[config.mk]
export PLATFORM = sky130hd
export DESIGN_NAME = ocs_sync
export DESIGN_NICKNAME = d
export VERILOG_FILES = /design/src/design/ocs_pkg.sv /design/src/design/ocs_pending.sv /design/src/design/ocs_status.sv /design/src/design/ocs_sync.sv
export VERILOG_INCLUDE_DIRS = /design/src /design/src/design
export SDC_FILE = /design/constraint.sdc
export NUM_CORES = 1
export LEC_CHECK = 0
export BUFFER_PORTS_ARGS = -buffer_cell sky130_fd_sc_hd__buf_4
export CAP_MARGIN = 20
export CORE_MARGIN = 2
export CORE_UTILIZATION = 55
export DETAILED_ROUTE_END_ITERATION = 10
export GPL_ROUTABILITY_DRIVEN = 0
export PLACE_DENSITY = 0.78
export SLEW_MARGIN = 5
export SYNTH_ARGS = -nofsm -noshare
export SYNTH_HDL_FRONTEND = slang
export SYNTH_HIERARCHICAL = 1
export SYNTH_SLANG_ARGS = --single-unit
[constraint.sdc]
create_clock -name clk_sys -period 4.6 [get_ports clk_sys]
set_input_delay 0.23 -clock clk_sys [delete_from_list [all_inputs] [get_ports clk_sys]]
set_output_delay 0.23 -clock clk_sys [all_outputs]
set_load 0.03 [all_outputs]
[src/design/ocs_params.svh]
// Offsets, field positions, reset values and limits of the command sync block.
`ifndef OCS_PARAMS_SVH
`define OCS_PARAMS_SVH

// ==========================================================================
// Register byte offsets.
`define OCS_ADDR_ESR 8'h00
`define OCS_ADDR_ESE 8'h04
`define OCS_ADDR_SRE 8'h08
`define OCS_ADDR_STB 8'h0C
`define OCS_ADDR_ERRQ 8'h10
`define OCS_ADDR_CTRL 8'h14
`define OCS_ADDR_STATE 8'h18

// ==========================================================================
// Field positions.
`define OCS_ESR_OPC 0
`define OCS_STB_ERRQ 2
`define OCS_STB_QUES 3
`define OCS_STB_MAV 4
`define OCS_STB_ESB 5
`define OCS_STB_RQS 6
`define OCS_STB_OPER 7
`define OCS_CTRL_DEFER 0
`define OCS_CTRL_LINEOVL 1

// ==========================================================================
// Reset values, answers and limits.
`define OCS_ESE_RST 8'h00
`define OCS_SRE_RST 8'h00
`define OCS_CTRL_RST 8'h00
`define OCS_OPCQ_VALUE 8'h01
`define OCS_PEND_MAX 4'hF
`define OCS_ERRQ_DEPTH 4'h8

`endif

[src/design/ocs_pkg.sv]
// Types shared by the command sync block.
package ocs_pkg;

	// Command classes handed over by the parser.
	typedef enum logic [3:0] {
		OCS_OP_SET = 4'h0,
		OCS_OP_QUERY = 4'h1,
		OCS_OP_SWEEP = 4'h2,
		OCS_OP_OPC = 4'h3,
		OCS_OP_OPCQ = 4'h4,
		OCS_OP_WAI = 4'h5,
		OCS_OP_CLS = 4'h6
	} ocs_op_t;

	// One parsed command.
	typedef struct packed {
		ocs_op_t op;
		logic overlapped;
		logic last_in_line;
		logic [7:0] arg;
	} ocs_cmd_t;

	// Register port request.
	typedef struct packed {
		logic [7:0] addr;
		logic [7:0] wdata;
		logic wr;
		logic rd;
	} ocs_bus_t;

	// Dispatcher states.
	typedef enum logic [1:0] {
		OCS_S_IDLE = 2'b00,
		OCS_S_SEQ = 2'b01,
		OCS_S_DRAIN = 2'b10,
		OCS_S_DRAINQ = 2'b11
	} ocs_state_t;

	// Operation complete command states.
	typedef enum logic {
		OCS_OCIS = 1'b0,
		OCS_OCAS = 1'b1
	} ocs_opc_t;

endpackage

[src/design/ocs_pending.sv]
// Counter of overlapped operations still executing.
`timescale 1ns/10ps
`include "ocs_params.svh"
module ocs_pending import ocs_pkg::*; (
	// Clock and reset.
	input wire logic clk_sys,
	input wire logic rst,
	// Launch and completion pulses.
	input wire logic inc,
	input wire logic dec,
	// Count and flags.
	output logic [3:0] cnt,
	output logic zero,
	output logic full
);

	// ==========================================================================
	// Count update; a completion with nothing pending is ignored.
	wire logic do_dec;
	wire logic [3:0] next_cnt;
	assign do_dec = dec && (cnt != 4'h0);
	assign next_cnt = cnt + {3'h0, inc} - {3'h0, do_dec};
	assign zero = (cnt == 4'h0);
	assign full = (cnt == `OCS_PEND_MAX);

	// Count register.
	always_ff @(posedge clk_sys or posedge rst) begin
		if (rst) begin
			cnt <= 4'h0;
		end else begin
			cnt <= next_cnt;
		end
	end

	// Count never wraps through zero.
	count_nowrap_a: assert property (@(posedge clk_sys) disable iff (rst)
		(zero && dec && !inc) |=> zero)
		else $error("pending count wrapped below zero");

endmodule

[src/design/ocs_status.sv]
// Status byte summary and service request generation.
`timescale 1ns/10ps
`include "ocs_params.svh"
module ocs_status import ocs_pkg::*; (
	// Clock and reset.
	input wire logic clk_sys,
	input wire logic rst,
	// Summary bits, enable mask and request clear.
	input wire logic [7:0] stb_raw,
	input wire logic [7:0] sre,
	input wire logic clr,
	// Status byte and request.
	output logic [7:0] stb,
	output logic srq
);

	// ==========================================================================
	// Summary position and its enable bit take no part in the request.
	wire logic [7:0] sum_mask;
	wire logic [7:0] sre_used;
	wire logic rqs;
	wire logic [7:0] next_stb;
	wire logic [7:0] rise;
	assign sum_mask = 8'h01 << `OCS_STB_RQS;
	assign sre_used = sre & ~sum_mask;
	assign rqs = |(stb_raw & sre_used);
	assign next_stb = (stb_raw & ~sum_mask) | (rqs ? sum_mask : 8'h00);
	assign rise = next_stb & ~stb & sre_used;

	// Status byte and sticky request; a new rise wins over a clear.
	always_ff @(posedge clk_sys or posedge rst) begin
		if (rst) begin
			stb <= 8'h00;
			srq <= 1'b0;
		end else begin
			stb <= next_stb;
			srq <= (srq && !clr) || (|rise);
		end
	end

	// An enabled rising bit raises the request on the next edge.
	srq_rise_a: assert property (@(posedge clk_sys) disable iff (rst)
		(|(next_stb & ~stb & sre & ~sum_mask)) |=> srq)
		else $error("enabled status rise gave no request");

	// Enable bit 6 alone never raises a request.
	sre_six_a: assert property (@(posedge clk_sys) disable iff (rst)
		(!srq && sre_used == 8'h00) |=> !srq)
		else $error("request raised with no usable enable");

endmodule

[src/design/ocs_sync.sv]
// Command synchronisation, event status, error queue and register port.
`timescale 1ns/10ps
`include "ocs_params.svh"
module ocs_sync import ocs_pkg::*; (
	// Clock and reset.
	input wire logic clk_sys,
	input wire logic rst,
	// Register port.
	input wire ocs_bus_t bus,
	output logic [7:0] rdata,
	// Commands from the parser.
	input wire logic cmd_valid,
	input wire ocs_cmd_t cmd,
	output logic cmd_ready,
	input wire logic msg_term_seen,
	// Execution units.
	output logic exec_start,
	output ocs_cmd_t exec_cmd,
	input wire logic exec_done,
	input wire logic op_done,
	// Completion query answer.
	output logic resp_valid,
	output logic [7:0] resp_data,
	input wire logic resp_ready,
	// Status sources.
	input wire logic [7:0] esr_evt,
	input wire logic err_valid,
	input wire logic [7:0] err_code,
	input wire logic ext_mav,
	input wire logic ques_sum,
	input wire logic oper_sum,
	// Status byte and service request.
	output logic [7:0] stb,
	output logic srq
);

	// ==========================================================================
	// Registers.
	ocs_state_t state;
	ocs_state_t next_state;
	ocs_opc_t opc_state;
	logic [7:0] esr;
	logic [7:0] ese;
	logic [7:0] sre;
	logic [7:0] ctrl;
	logic [7:0] errq [0:7];
	logic [2:0] errq_wp;
	logic [2:0] errq_rp;
	logic [3:0] errq_cnt;
	logic [3:0] pend_cnt;
	logic pend_zero;
	logic pend_full;

	// ==========================================================================
	// Register port decode.
	wire logic wr_ese;
	wire logic wr_sre;
	wire logic wr_ctrl;
	wire logic rd_esr;
	wire logic rd_stb;
	wire logic rd_errq;
	assign wr_ese = bus.wr && (bus.addr == `OCS_ADDR_ESE);
	assign wr_sre = bus.wr && (bus.addr == `OCS_ADDR_SRE);
	assign wr_ctrl = bus.wr && (bus.addr == `OCS_ADDR_CTRL);
	assign rd_esr = bus.rd && (bus.addr == `OCS_ADDR_ESR);
	assign rd_stb = bus.rd && (bus.addr == `OCS_ADDR_STB);
	assign rd_errq = bus.rd && (bus.addr == `OCS_ADDR_ERRQ);

	// Mode bits chosen by software.
	wire logic defer;
	wire logic line_ovl;
	assign defer = ctrl[`OCS_CTRL_DEFER];
	assign line_ovl = ctrl[`OCS_CTRL_LINEOVL];

	// ==========================================================================
	// Command classification.
	wire logic accept;
	wire logic is_exec;
	wire logic is_ovl;
	wire logic launch_ovl;
	wire logic launch_seq;
	wire logic cls_exec;
	wire logic opc_exec;
	// Commands wait for the terminator in defer mode, and for room to count.
	assign cmd_ready = (state == OCS_S_IDLE) && !pend_full
		&& (!defer || msg_term_seen);
	assign accept = cmd_valid && cmd_ready;
	assign is_exec = (cmd.op == OCS_OP_SET) || (cmd.op == OCS_OP_QUERY)
		|| (cmd.op == OCS_OP_SWEEP);
	// Sweep start and flagged set or query commands never hold the queue. Inside a line,
	// setting commands may run side by side and so finish in any order.
	assign is_ovl = cmd.overlapped
		|| (cmd.op == OCS_OP_SWEEP)
		|| (line_ovl && (cmd.op == OCS_OP_SET) && !cmd.last_in_line);
	assign launch_ovl = accept && is_exec && is_ovl;
	assign launch_seq = accept && is_exec && !is_ovl;
	assign cls_exec = accept && (cmd.op == OCS_OP_CLS);
	assign opc_exec = accept && (cmd.op == OCS_OP_OPC);

	// Overlapped operations still in flight.
	ocs_pending u_pending (
		.clk_sys(clk_sys),
		.rst(rst),
		.inc(launch_ovl),
		.dec(op_done),
		.cnt(pend_cnt),
		.zero(pend_zero),
		.full(pend_full)
	);

	// ==========================================================================
	// Dispatcher next state: sequential commands hold it until done, the wait
	// command until nothing is pending, the completion query until then and no answer is held.
	always_comb begin
		next_state = state;
		case (state)
			OCS_S_IDLE: begin
				if (launch_seq) begin
					next_state = OCS_S_SEQ;
				end else if (accept && (cmd.op == OCS_OP_WAI)) begin
					next_state = OCS_S_DRAIN;
				end else if (accept && (cmd.op == OCS_OP_OPCQ)) begin
					next_state = OCS_S_DRAINQ;
				end
			end
			OCS_S_SEQ: begin
				if (exec_done) begin
					next_state = OCS_S_IDLE;
				end
			end
			OCS_S_DRAIN: begin
				if (pend_zero) begin
					next_state = OCS_S_IDLE;
				end
			end
			OCS_S_DRAINQ: begin
				if (pend_zero && !resp_valid) begin
					next_state = OCS_S_IDLE;
				end
			end
			default: begin
				next_state = OCS_S_IDLE;
			end
		endcase
	end

	// Dispatcher state and execution launch.
	always_ff @(posedge clk_sys or posedge rst) begin
		if (rst) begin
			state <= OCS_S_IDLE;
			exec_start <= 1'b0;
			exec_cmd <= '0;
		end else begin
			state <= next_state;
			exec_start <= launch_ovl || launch_seq;
			if (launch_ovl || launch_seq) begin
				exec_cmd <= cmd;
			end
		end
	end

	// ==========================================================================
	// Completion query answer; loaded once nothing is pending and no answer is held.
	wire logic resp_load;
	assign resp_load = (state == OCS_S_DRAINQ) && pend_zero && !resp_valid;

	// Answer register, held until the output side takes it.
	always_ff @(posedge clk_sys or posedge rst) begin
		if (rst) begin
			resp_valid <= 1'b0;
			resp_data <= 8'h00;
		end else if (resp_load) begin
			resp_valid <= 1'b1;
			resp_data <= `OCS_OPCQ_VALUE;
		end else if (resp_ready) begin
			resp_valid <= 1'b0;
		end
	end

	// ==========================================================================
	// Operation complete: armed by the command, fired when nothing is pending,
	// dropped without firing by clear status.
	wire logic opc_fire;
	ocs_opc_t next_opc;
	assign opc_fire = (opc_state == OCS_OCAS) && pend_zero && !cls_exec;
	assign next_opc = cls_exec ? OCS_OCIS
		: opc_exec ? OCS_OCAS
		: opc_fire ? OCS_OCIS
		: opc_state;

	// Event status: a read or clear status empties it, new events win.
	wire logic [7:0] esr_set;
	wire logic [7:0] next_esr;
	assign esr_set = esr_evt | ({7'h00, opc_fire} << `OCS_ESR_OPC);
	assign next_esr = ((rd_esr || cls_exec) ? 8'h00 : esr) | esr_set;

	// Completion state, event status and mask registers.
	always_ff @(posedge clk_sys or posedge rst) begin
		if (rst) begin
			opc_state <= OCS_OCIS;
			esr <= 8'h00;
			ese <= `OCS_ESE_RST;
			sre <= `OCS_SRE_RST;
			ctrl <= `OCS_CTRL_RST;
		end else begin
			opc_state <= next_opc;
			esr <= next_esr;
			if (wr_ese) begin
				ese <= bus.wdata;
			end
			if (wr_sre) begin
				sre <= bus.wdata;
			end
			if (wr_ctrl) begin
				ctrl <= bus.wdata;
			end
		end
	end

	// ==========================================================================
	// Error queue: full drops new codes, clear status empties it.
	wire logic errq_push;
	wire logic errq_pop;
	assign errq_push = err_valid && (errq_cnt != `OCS_ERRQ_DEPTH);
	assign errq_pop = rd_errq && (errq_cnt != 4'h0);

	// A code that arrives with clear status survives as the first entry.
	wire logic errq_wr;
	wire logic [2:0] errq_widx;
	assign errq_wr = errq_push || (err_valid && cls_exec);
	assign errq_widx = cls_exec ? 3'h0 : errq_wp;

	// Queue pointers and fill level.
	always_ff @(posedge clk_sys or posedge rst) begin
		if (rst) begin
			errq_wp <= 3'h0;
			errq_rp <= 3'h0;
			errq_cnt <= 4'h0;
		end else if (cls_exec) begin
			errq_wp <= {2'h0, err_valid};
			errq_rp <= 3'h0;
			errq_cnt <= {3'h0, err_valid};
		end else begin
			errq_wp <= errq_wp + {2'h0, errq_push};
			errq_rp <= errq_rp + {2'h0, errq_pop};
			errq_cnt <= errq_cnt + {3'h0, errq_push} - {3'h0, errq_pop};
		end
	end

	// Queue storage.
	always_ff @(posedge clk_sys) begin
		if (errq_wr) begin
			errq[errq_widx] <= err_code;
		end
	end

	// ==========================================================================
	// Status byte sources; the summary bit is filled in by the status module.
	wire logic esb;
	wire logic mav;
	wire logic [7:0] stb_raw;
	assign esb = |(esr & ese);
	assign mav = resp_valid || ext_mav;
	assign stb_raw = ({7'h00, oper_sum} << `OCS_STB_OPER)
		| ({7'h00, esb} << `OCS_STB_ESB)
		| ({7'h00, mav} << `OCS_STB_MAV)
		| ({7'h00, ques_sum} << `OCS_STB_QUES)
		| ({7'h00, errq_cnt != 4'h0} << `OCS_STB_ERRQ);

	// Status byte, summary bit and service request.
	ocs_status u_status (
		.clk_sys(clk_sys),
		.rst(rst),
		.stb_raw(stb_raw),
		.sre(sre),
		.clr(rd_stb || cls_exec),
		.stb(stb),
		.srq(srq)
	);

	// ==========================================================================
	// Read selection; unmapped offsets read zero.
	wire logic [7:0] state_word;
	wire logic [7:0] rsel;
	assign state_word = {pend_cnt, 1'b0, opc_state == OCS_OCAS, state};
	assign rsel = (bus.addr == `OCS_ADDR_ESR) ? esr
		: (bus.addr == `OCS_ADDR_ESE) ? ese
		: (bus.addr == `OCS_ADDR_SRE) ? sre
		: (bus.addr == `OCS_ADDR_STB) ? stb
		: (bus.addr == `OCS_ADDR_ERRQ) ? (errq_cnt != 4'h0 ? errq[errq_rp] : 8'h00)
		: (bus.addr == `OCS_ADDR_CTRL) ? ctrl
		: (bus.addr == `OCS_ADDR_STATE) ? state_word
		: 8'h00;

	// Read data stand only in the cycle after the read strobe.
	always_ff @(posedge clk_sys or posedge rst) begin
		if (rst) begin
			rdata <= 8'h00;
		end else begin
			rdata <= bus.rd ? rsel : 8'h00;
		end
	end

	// ==========================================================================
	// Checks.

	// A sequential command is launched and blocks the next one.
	seq_hold_a: assert property (@(posedge clk_sys) disable iff (rst)
		launch_seq |=> (exec_start && !cmd_ready && state == OCS_S_SEQ))
		else $error("sequential command did not block the queue");

	// An overlapped launch leaves the queue open and counts one more.
	ovl_open_a: assert property (@(posedge clk_sys) disable iff (rst)
		(launch_ovl && !op_done) |=>
		(state == OCS_S_IDLE && pend_cnt == $past(pend_cnt) + 4'h1))
		else $error("overlapped launch mishandled");

	// A sweep start is always counted as pending.
	sweep_ovl_a: assert property (@(posedge clk_sys) disable iff (rst)
		(accept && cmd.op == OCS_OP_SWEEP) |=> (!pend_zero && exec_start))
		else $error("sweep start was not overlapped");

	// Defer mode takes nothing before the terminator.
	defer_term_a: assert property (@(posedge clk_sys) disable iff (rst)
		(defer && !msg_term_seen) |-> !accept)
		else $error("command taken before terminator in defer mode");

	// Armed completion with nothing pending sets bit 0 and disarms.
	opc_set_a: assert property (@(posedge clk_sys) disable iff (rst)
		(opc_state == OCS_OCAS && pend_zero && !cls_exec
		&& !opc_exec) |=>
		(esr[`OCS_ESR_OPC] && opc_state == OCS_OCIS))
		else $error("completion bit not set");

	// Clear status leaves completion idle and unset by it.
	cls_idle_a: assert property (@(posedge clk_sys) disable iff (rst)
		(cls_exec && !esr_evt[`OCS_ESR_OPC]) |=>
		(opc_state == OCS_OCIS && !esr[`OCS_ESR_OPC]))
		else $error("clear status kept the completion request");

	// The completion query answers 1 and releases the queue on the same edge.
	opcq_resp_a: assert property (@(posedge clk_sys) disable iff (rst)
		resp_load |=> (resp_valid && resp_data == `OCS_OPCQ_VALUE
		&& state == OCS_S_IDLE))
		else $error("completion query answer wrong");

	// The wait command holds while work is pending.
	wai_hold_a: assert property (@(posedge clk_sys) disable iff (rst)
		(state == OCS_S_DRAIN && !pend_zero) |=>
		(state == OCS_S_DRAIN && !cmd_ready))
		else $error("wait command released early");

	// An event status read returns the old value and clears it.
	esr_read_a: assert property (@(posedge clk_sys) disable iff (rst)
		(rd_esr && !cls_exec) |=> (rdata == $past(esr)
		&& esr == $past(esr_set)))
		else $error("event status read did not clear");

	// Enabled event bits show as the summary one cycle on.
	esb_sum_a: assert property (@(posedge clk_sys) disable iff (rst)
		(|(esr & ese)) |=> stb[`OCS_STB_ESB])
		else $error("event summary bit missing");

endmodule

# == Word-level counts from Yosys, hierarchy flattened ==
# Memory sizes are Yosys's and may differ from the RTL's.
# Index checks and enable logic that the tools add are counted.
# W data, S select, Z words.
# word_totals
register_bits,83
mem_bits_rw,64
inputBits,59
wordCells,147
memories,1
# classes
addsub,6
eq_ne,21
n_mux,29
bitwise_logic,12
n_reduce_logical,58
# memory_table
memory,words,word_bits,rd,rd_ports_with_merged_regs,wr,line,source
errq,8,8,1,0,1,ocs_sync.sv:46,logic [7:0] errq [0:7];
# op_table
operator,n
$mux W8,10
$and A8 B8 Y8,4
$logic_and A1 B1 Y1,28
$eq A8 B5 Y1 const B,3
$reduce_or A8 Y1,3
$eq A8 B4 Y1 const B,2
$or A8 B8 Y8,2
$eq A4 B3 Y1 const B,3
$mux W2,6
$logic_or A1 B1 Y1,11
$mux W3,3
$add A4 B1 Y4,2
$eq A4 B2 Y1 const B,2
$eq A8 B3 Y1 const B,1
$logic_not A4 Y1,2
$logic_not A8 Y1,1
$not A8 Y8,1
$or A8 B1 Y8,1
$or A8 B3 Y8,1
$or A8 B4 Y8,1
$or A8 B5 Y8,1
$or A8 B6 Y8,1
$pmux W2 S4,1
$reduce_bool A4 Y1,2
17 further kinds,34

# == Longest topological paths before layout ==
# logic_depth
ltp_word,14
depth_mapped,12
depth_no_buf,12

# == Hierarchy ==
# Netlist, hierarchy kept.
# modules_own_cells
module,instances,cells_per_inst,area_per_inst_um2,seq_area_each_um2
ocs_sync,1,424,6043.3,3673.5
ocs_status,1,25,320.3,225.2
ocs_pending,1,27,281.5,100.1

# == Worst setup path before layout ==
# No wires, ideal clock.
# synth_timing
path_type,reg2reg
from,reg u_pending.cnt[2]
to,reg u_pending.cnt[2]
arrival_ns,2.533
t_required_ns,4.477
setup_slack_ns,1.944
stages_incl_launch_ff,12
n_path_buf,1
synth_period_minus_slack_ns,2.656
path_cell_list,dfrtp_1 > ha_1 > and3_1 > nor3_1 > nand4_1 > nand2b_1 > clkbuf_1 > a21oi_1 > ha_1 > inv_1 > fa_1 > xnor2_1
# synth_via
elab_chain_len,9
# synth_lines
item,line,source
from (decl),ocs_pending.sv:12,"output logic [3:0] cnt,"
from (signal assigned),ocs_pending.sv:31,cnt <= next_cnt;
$eq A4 B4 Y1 (no line),n/a,
via pend_full,ocs_sync.sv:52,logic pend_full;
$logic_not A1 Y1,ocs_sync.sv:85,assign cmd_ready = (state == OCS_S_IDLE) && !pend_full
$logic_and A1 B1 Y1,ocs_sync.sv:85,
$logic_and A1 B1 Y1,ocs_sync.sv:86,&& (!defer || msg_term_seen);
$logic_and A1 B1 Y1,ocs_sync.sv:87,assign accept = cmd_valid && cmd_ready;
$logic_and A1 B1 Y1 (2 in a row),ocs_sync.sv:95,assign launch_ovl = accept && is_exec && is_ovl;
via launch_ovl,ocs_sync.sv:80,wire logic launch_ovl;
$add A4 B1 Y4,ocs_pending.sv:22,"assign next_cnt = cnt + {3'h0, inc} - {3'h0, do_dec};"
$sub A4 B1 Y4,ocs_pending.sv:22,
via u_pending.next_cnt[2],ocs_pending.sv:20,wire logic [3:0] next_cnt;
# The timed path passes the listed nets, and every way through them passes these cells.
# A chain may end at the register's enable or synchronous reset.

# == Final worst setup path ==
# Ends and elaborated chain as after synthesis.

==> qor.yml <==
hold_path.class: "in -> reg"
groute.usage.overall_pct: 23.9
globalRouteOverflowTotal: 0
setup_tns_ps: 0
grt_setup_unrepaired: "no"
final_nets: 671
first_global_vias: 4520
cts_max_level: 4
portion_of_the_post_synthesis_area_used_by_sequential_elements_pct: 60.2
register_cell_area_after_layout_sq_um: 4000
power_density_nw_per_um2: 493
synth-edff-count: 64
via_per_inst: 5.77
cts_num_sinks: 147
startpoint_type: "register"
std_cell_rows: 40
postLayoutCellArea_sq_um: 8170
cts_buffers: 17
path_clk_slew_ps: 50
final.setup_skew_ps: 11.0
smallest_setup_slack_after_layout_ps: 1520
cp_max_fo: 14
cp_num_buf_inv: 1
postRouteAntennaNets: 0
core-area_sq_um: 11900
fp.dieW_microns: 114
vdd_drop_max_v: 0.000444
drt_drc_violations_left: 0
placement.cell_area_sq_um: 7490
cts_max_path_buffers: 2
route.final.wire_length_microns: 14600
worstPathCellList: "ha_1, and3_1, nor3_1, nand4_1, nand2b_1, a21oi_1, ha_1, inv_1, fa_1, xnor2_1"
synth.distinct_cells: 55
cp_data_arrival_time_ps: 3380
timing_worst_slew_pin_value_ps: 1050
initial_core_util_pct: 55.8
max-cap-violations: 0
grt_antenna_before_repair: 0
status: "finished clean"
layout_min_cycle_time_ps: 3080
regToRegEndpoint: "u_pending/cnt[2]"
initialDrtViolationCount: 251
grt_first_pass_wirelength_microns: 23100
ys.flop_type: "dfrtp_1"
dieHeight_microns: 114
dr.pass1.iters: 7
yosysWarnings: 6
timing.final.hold_violations: 0
critical-path-max-stage-delay_ps: 500
maxSlewHeadroom_pct: 29.6
required_ps: 4900
hold_start: "esr_evt[0]"
leakagePower_nw: 3.47
number_of_standard_cells_after_synthesis: 476
post_drt_wl_per_cell_microns: 19.3
report.final.setup_viol: 0
hold-path-cell-count: 2
maximum_number_of_pins_on_one_net_before_global_route_repair: 71
syn-cell-area_sq_um: 6650
critPathMostFrequentCell: "ha_1"
crit_path_class: "reg -> reg"
synthToLayoutAreaGrowth_pct: 22.9
end_kind: "register"
clock_insertion_delay_worst_skew_ps: 420
r2r.worst_path.cells: 10
worstHoldEndpoint: "esr[0]"
antenna_cells: 0
highest_achievable_clock_rate_ghz: 0.324
regToRegSetupSlack_ps: 1520
startpoint_of_the_worst_slack_reg_to_reg_timing_path: "u_pending/cnt[2]"
clock_tree.root_cell: "clkbuf_16"
place.port_buffers: 93
die_area_sq_um: 13000
postSynth.asyncResetShare_pct: 56.5
dr_total_vias: 4347
path_delay_family: "simple AND/OR/NAND/NOR gates"
num_io_pins: 101
dp_hpwl_microns: 10100
post_route_cells_drive_above_1_share_pct: 33.8
post-route-period-util_pct: 67.0
multi_input_comb_area_sq_um: 2460
final_max_slew_viol_count: 0
num-fill-cells: 829
postSynthRegisterBits: 147
mean_syn_cell_area_sq_um: 14.0
cts_tree: "built"
place_ws_ps: 1450
timing.critical_path.slowest_stage_cell: "nand2b_1"
[report_power, final]
| part | internal, mW | switching (mW) |
|---|---|---|
| Combinational | 0.440 | 0.553 |
| Clock | 0.755 | 0.527 |
| Sequential | 1.61 | 0.143 |
| Total | 2.80 | 1.22 |
[final cells by class]
class	count	area share [%]
flip-flops and latches	147	49.0
multi-input cells	291	30.2
clock inverters	13	1.39
clock buffers	19	5.42
well taps	147	2.25
inverters	26	1.19
repair buffers	111	10.6
[stage by stage]
stage,instances,total power [mW],hold WS [ps],utilization [%]
after detailed placement,710,2.75,160,62.9
after floorplan,488,2.39,-3.92,-
after global placement,710,2.69,155,62.9
after CTS,753,4.05,6.41,68.5
after global routing,754,4.22,10.0,68.6
final,754,4.03,16.4,68.6
[flip-flops by register name, indices dropped and copies added, names as in the netlist]
name,count
ctrl,8
errq,64
errq_cnt,4
errq_rp,3
errq_wp,3
ese,8
esr,8
exec_cmd,14
exec_start,1
opc_state,1
rdata,8
resp_data,1
resp_valid,1
sre,8
state,2
u_pending/cnt,4
u_status/srq,1
u_status/stb,8
[kinds of logic after synthesis]
logic type | synth area share (%)
other cells | 0.0564
buf+inv | 3.43
compound gates | 7.72
mux | 15.1
flops | 60.2
fa+ha+maj | 3.62
simple gates | 9.11
xor+xnor | 0.791
[cell usage after synthesis (9+ instances only)]
cell type,n,area share (%)
dfrtp_1,83,31
nand2_1,25,1.4
nor2_1,16,0.90
ha_1,16,3.0
clkbuf_1,9,0.51
edfxtp_1,64,29
a21o_1,9,1.0
mux4_2,16,5.4
a21oi_1,20,1.5
o21ai_0,14,1.1
inv_1,26,1.5
nand2b_1,11,1.0
mux2_2,50,8.5
[how the worst max path moves through the flow]
| stage | cells past startpoint | from | end |
|---|---|---|---|
| after global placement | 6 | u_pending/cnt[2] | errq[0][3] |
| after global routing | 10 | u_pending/cnt[2] | u_pending/cnt[2] |
| after detailed placement | 6 | u_pending/cnt[2] | errq[0][7] |
| after CTS | 6 | u_pending/cnt[2] | errq[0][5] |
| final | 10 | u_pending/cnt[2] | u_pending/cnt[2] |
| after floorplan | 11 | u_pending/cnt[2] | u_pending/cnt[2] |
[layer usage]
metal / wire (microns) / track usage [%] / part of all wire, %
met5: 0 / 0 / 0
met4: 236 / 8.70 / 1.6
met3: 1050 / 6.75 / 7.2
met2: 7390 / 39.2 / 51
met1: 5910 / 30.5 / 41
[placed cells by master, fill, tap and decap left out, types with 16 or more instances in the layout]
cell / synthesis / routed
buf_4: 8 / 99
dfrtp_1: 83 / 83
edfxtp_1: 64 / 64
mux2_2: 50 / 50
nand2_1: 25 / 25
inv_1: 26 / 25
a21oi_1: 20 / 20
clkbuf_16: 0 / 17
nor2_1: 16 / 16
mux4_2: 16 / 16
ha_1: 16 / 16
[timing repair]
| action | in CTS | in global routing |
|---|---|---|
| endpoints found under the setup margin | 0 | 0 |
| hold buffers | 11 | 0 |
| hold endpoints to repair | 23 | 0 |
| buffers inserted | 0 | 0 |
| resized for setup | 0 | 0 |
No activity file was read; power rests on OpenSTA's default activity.
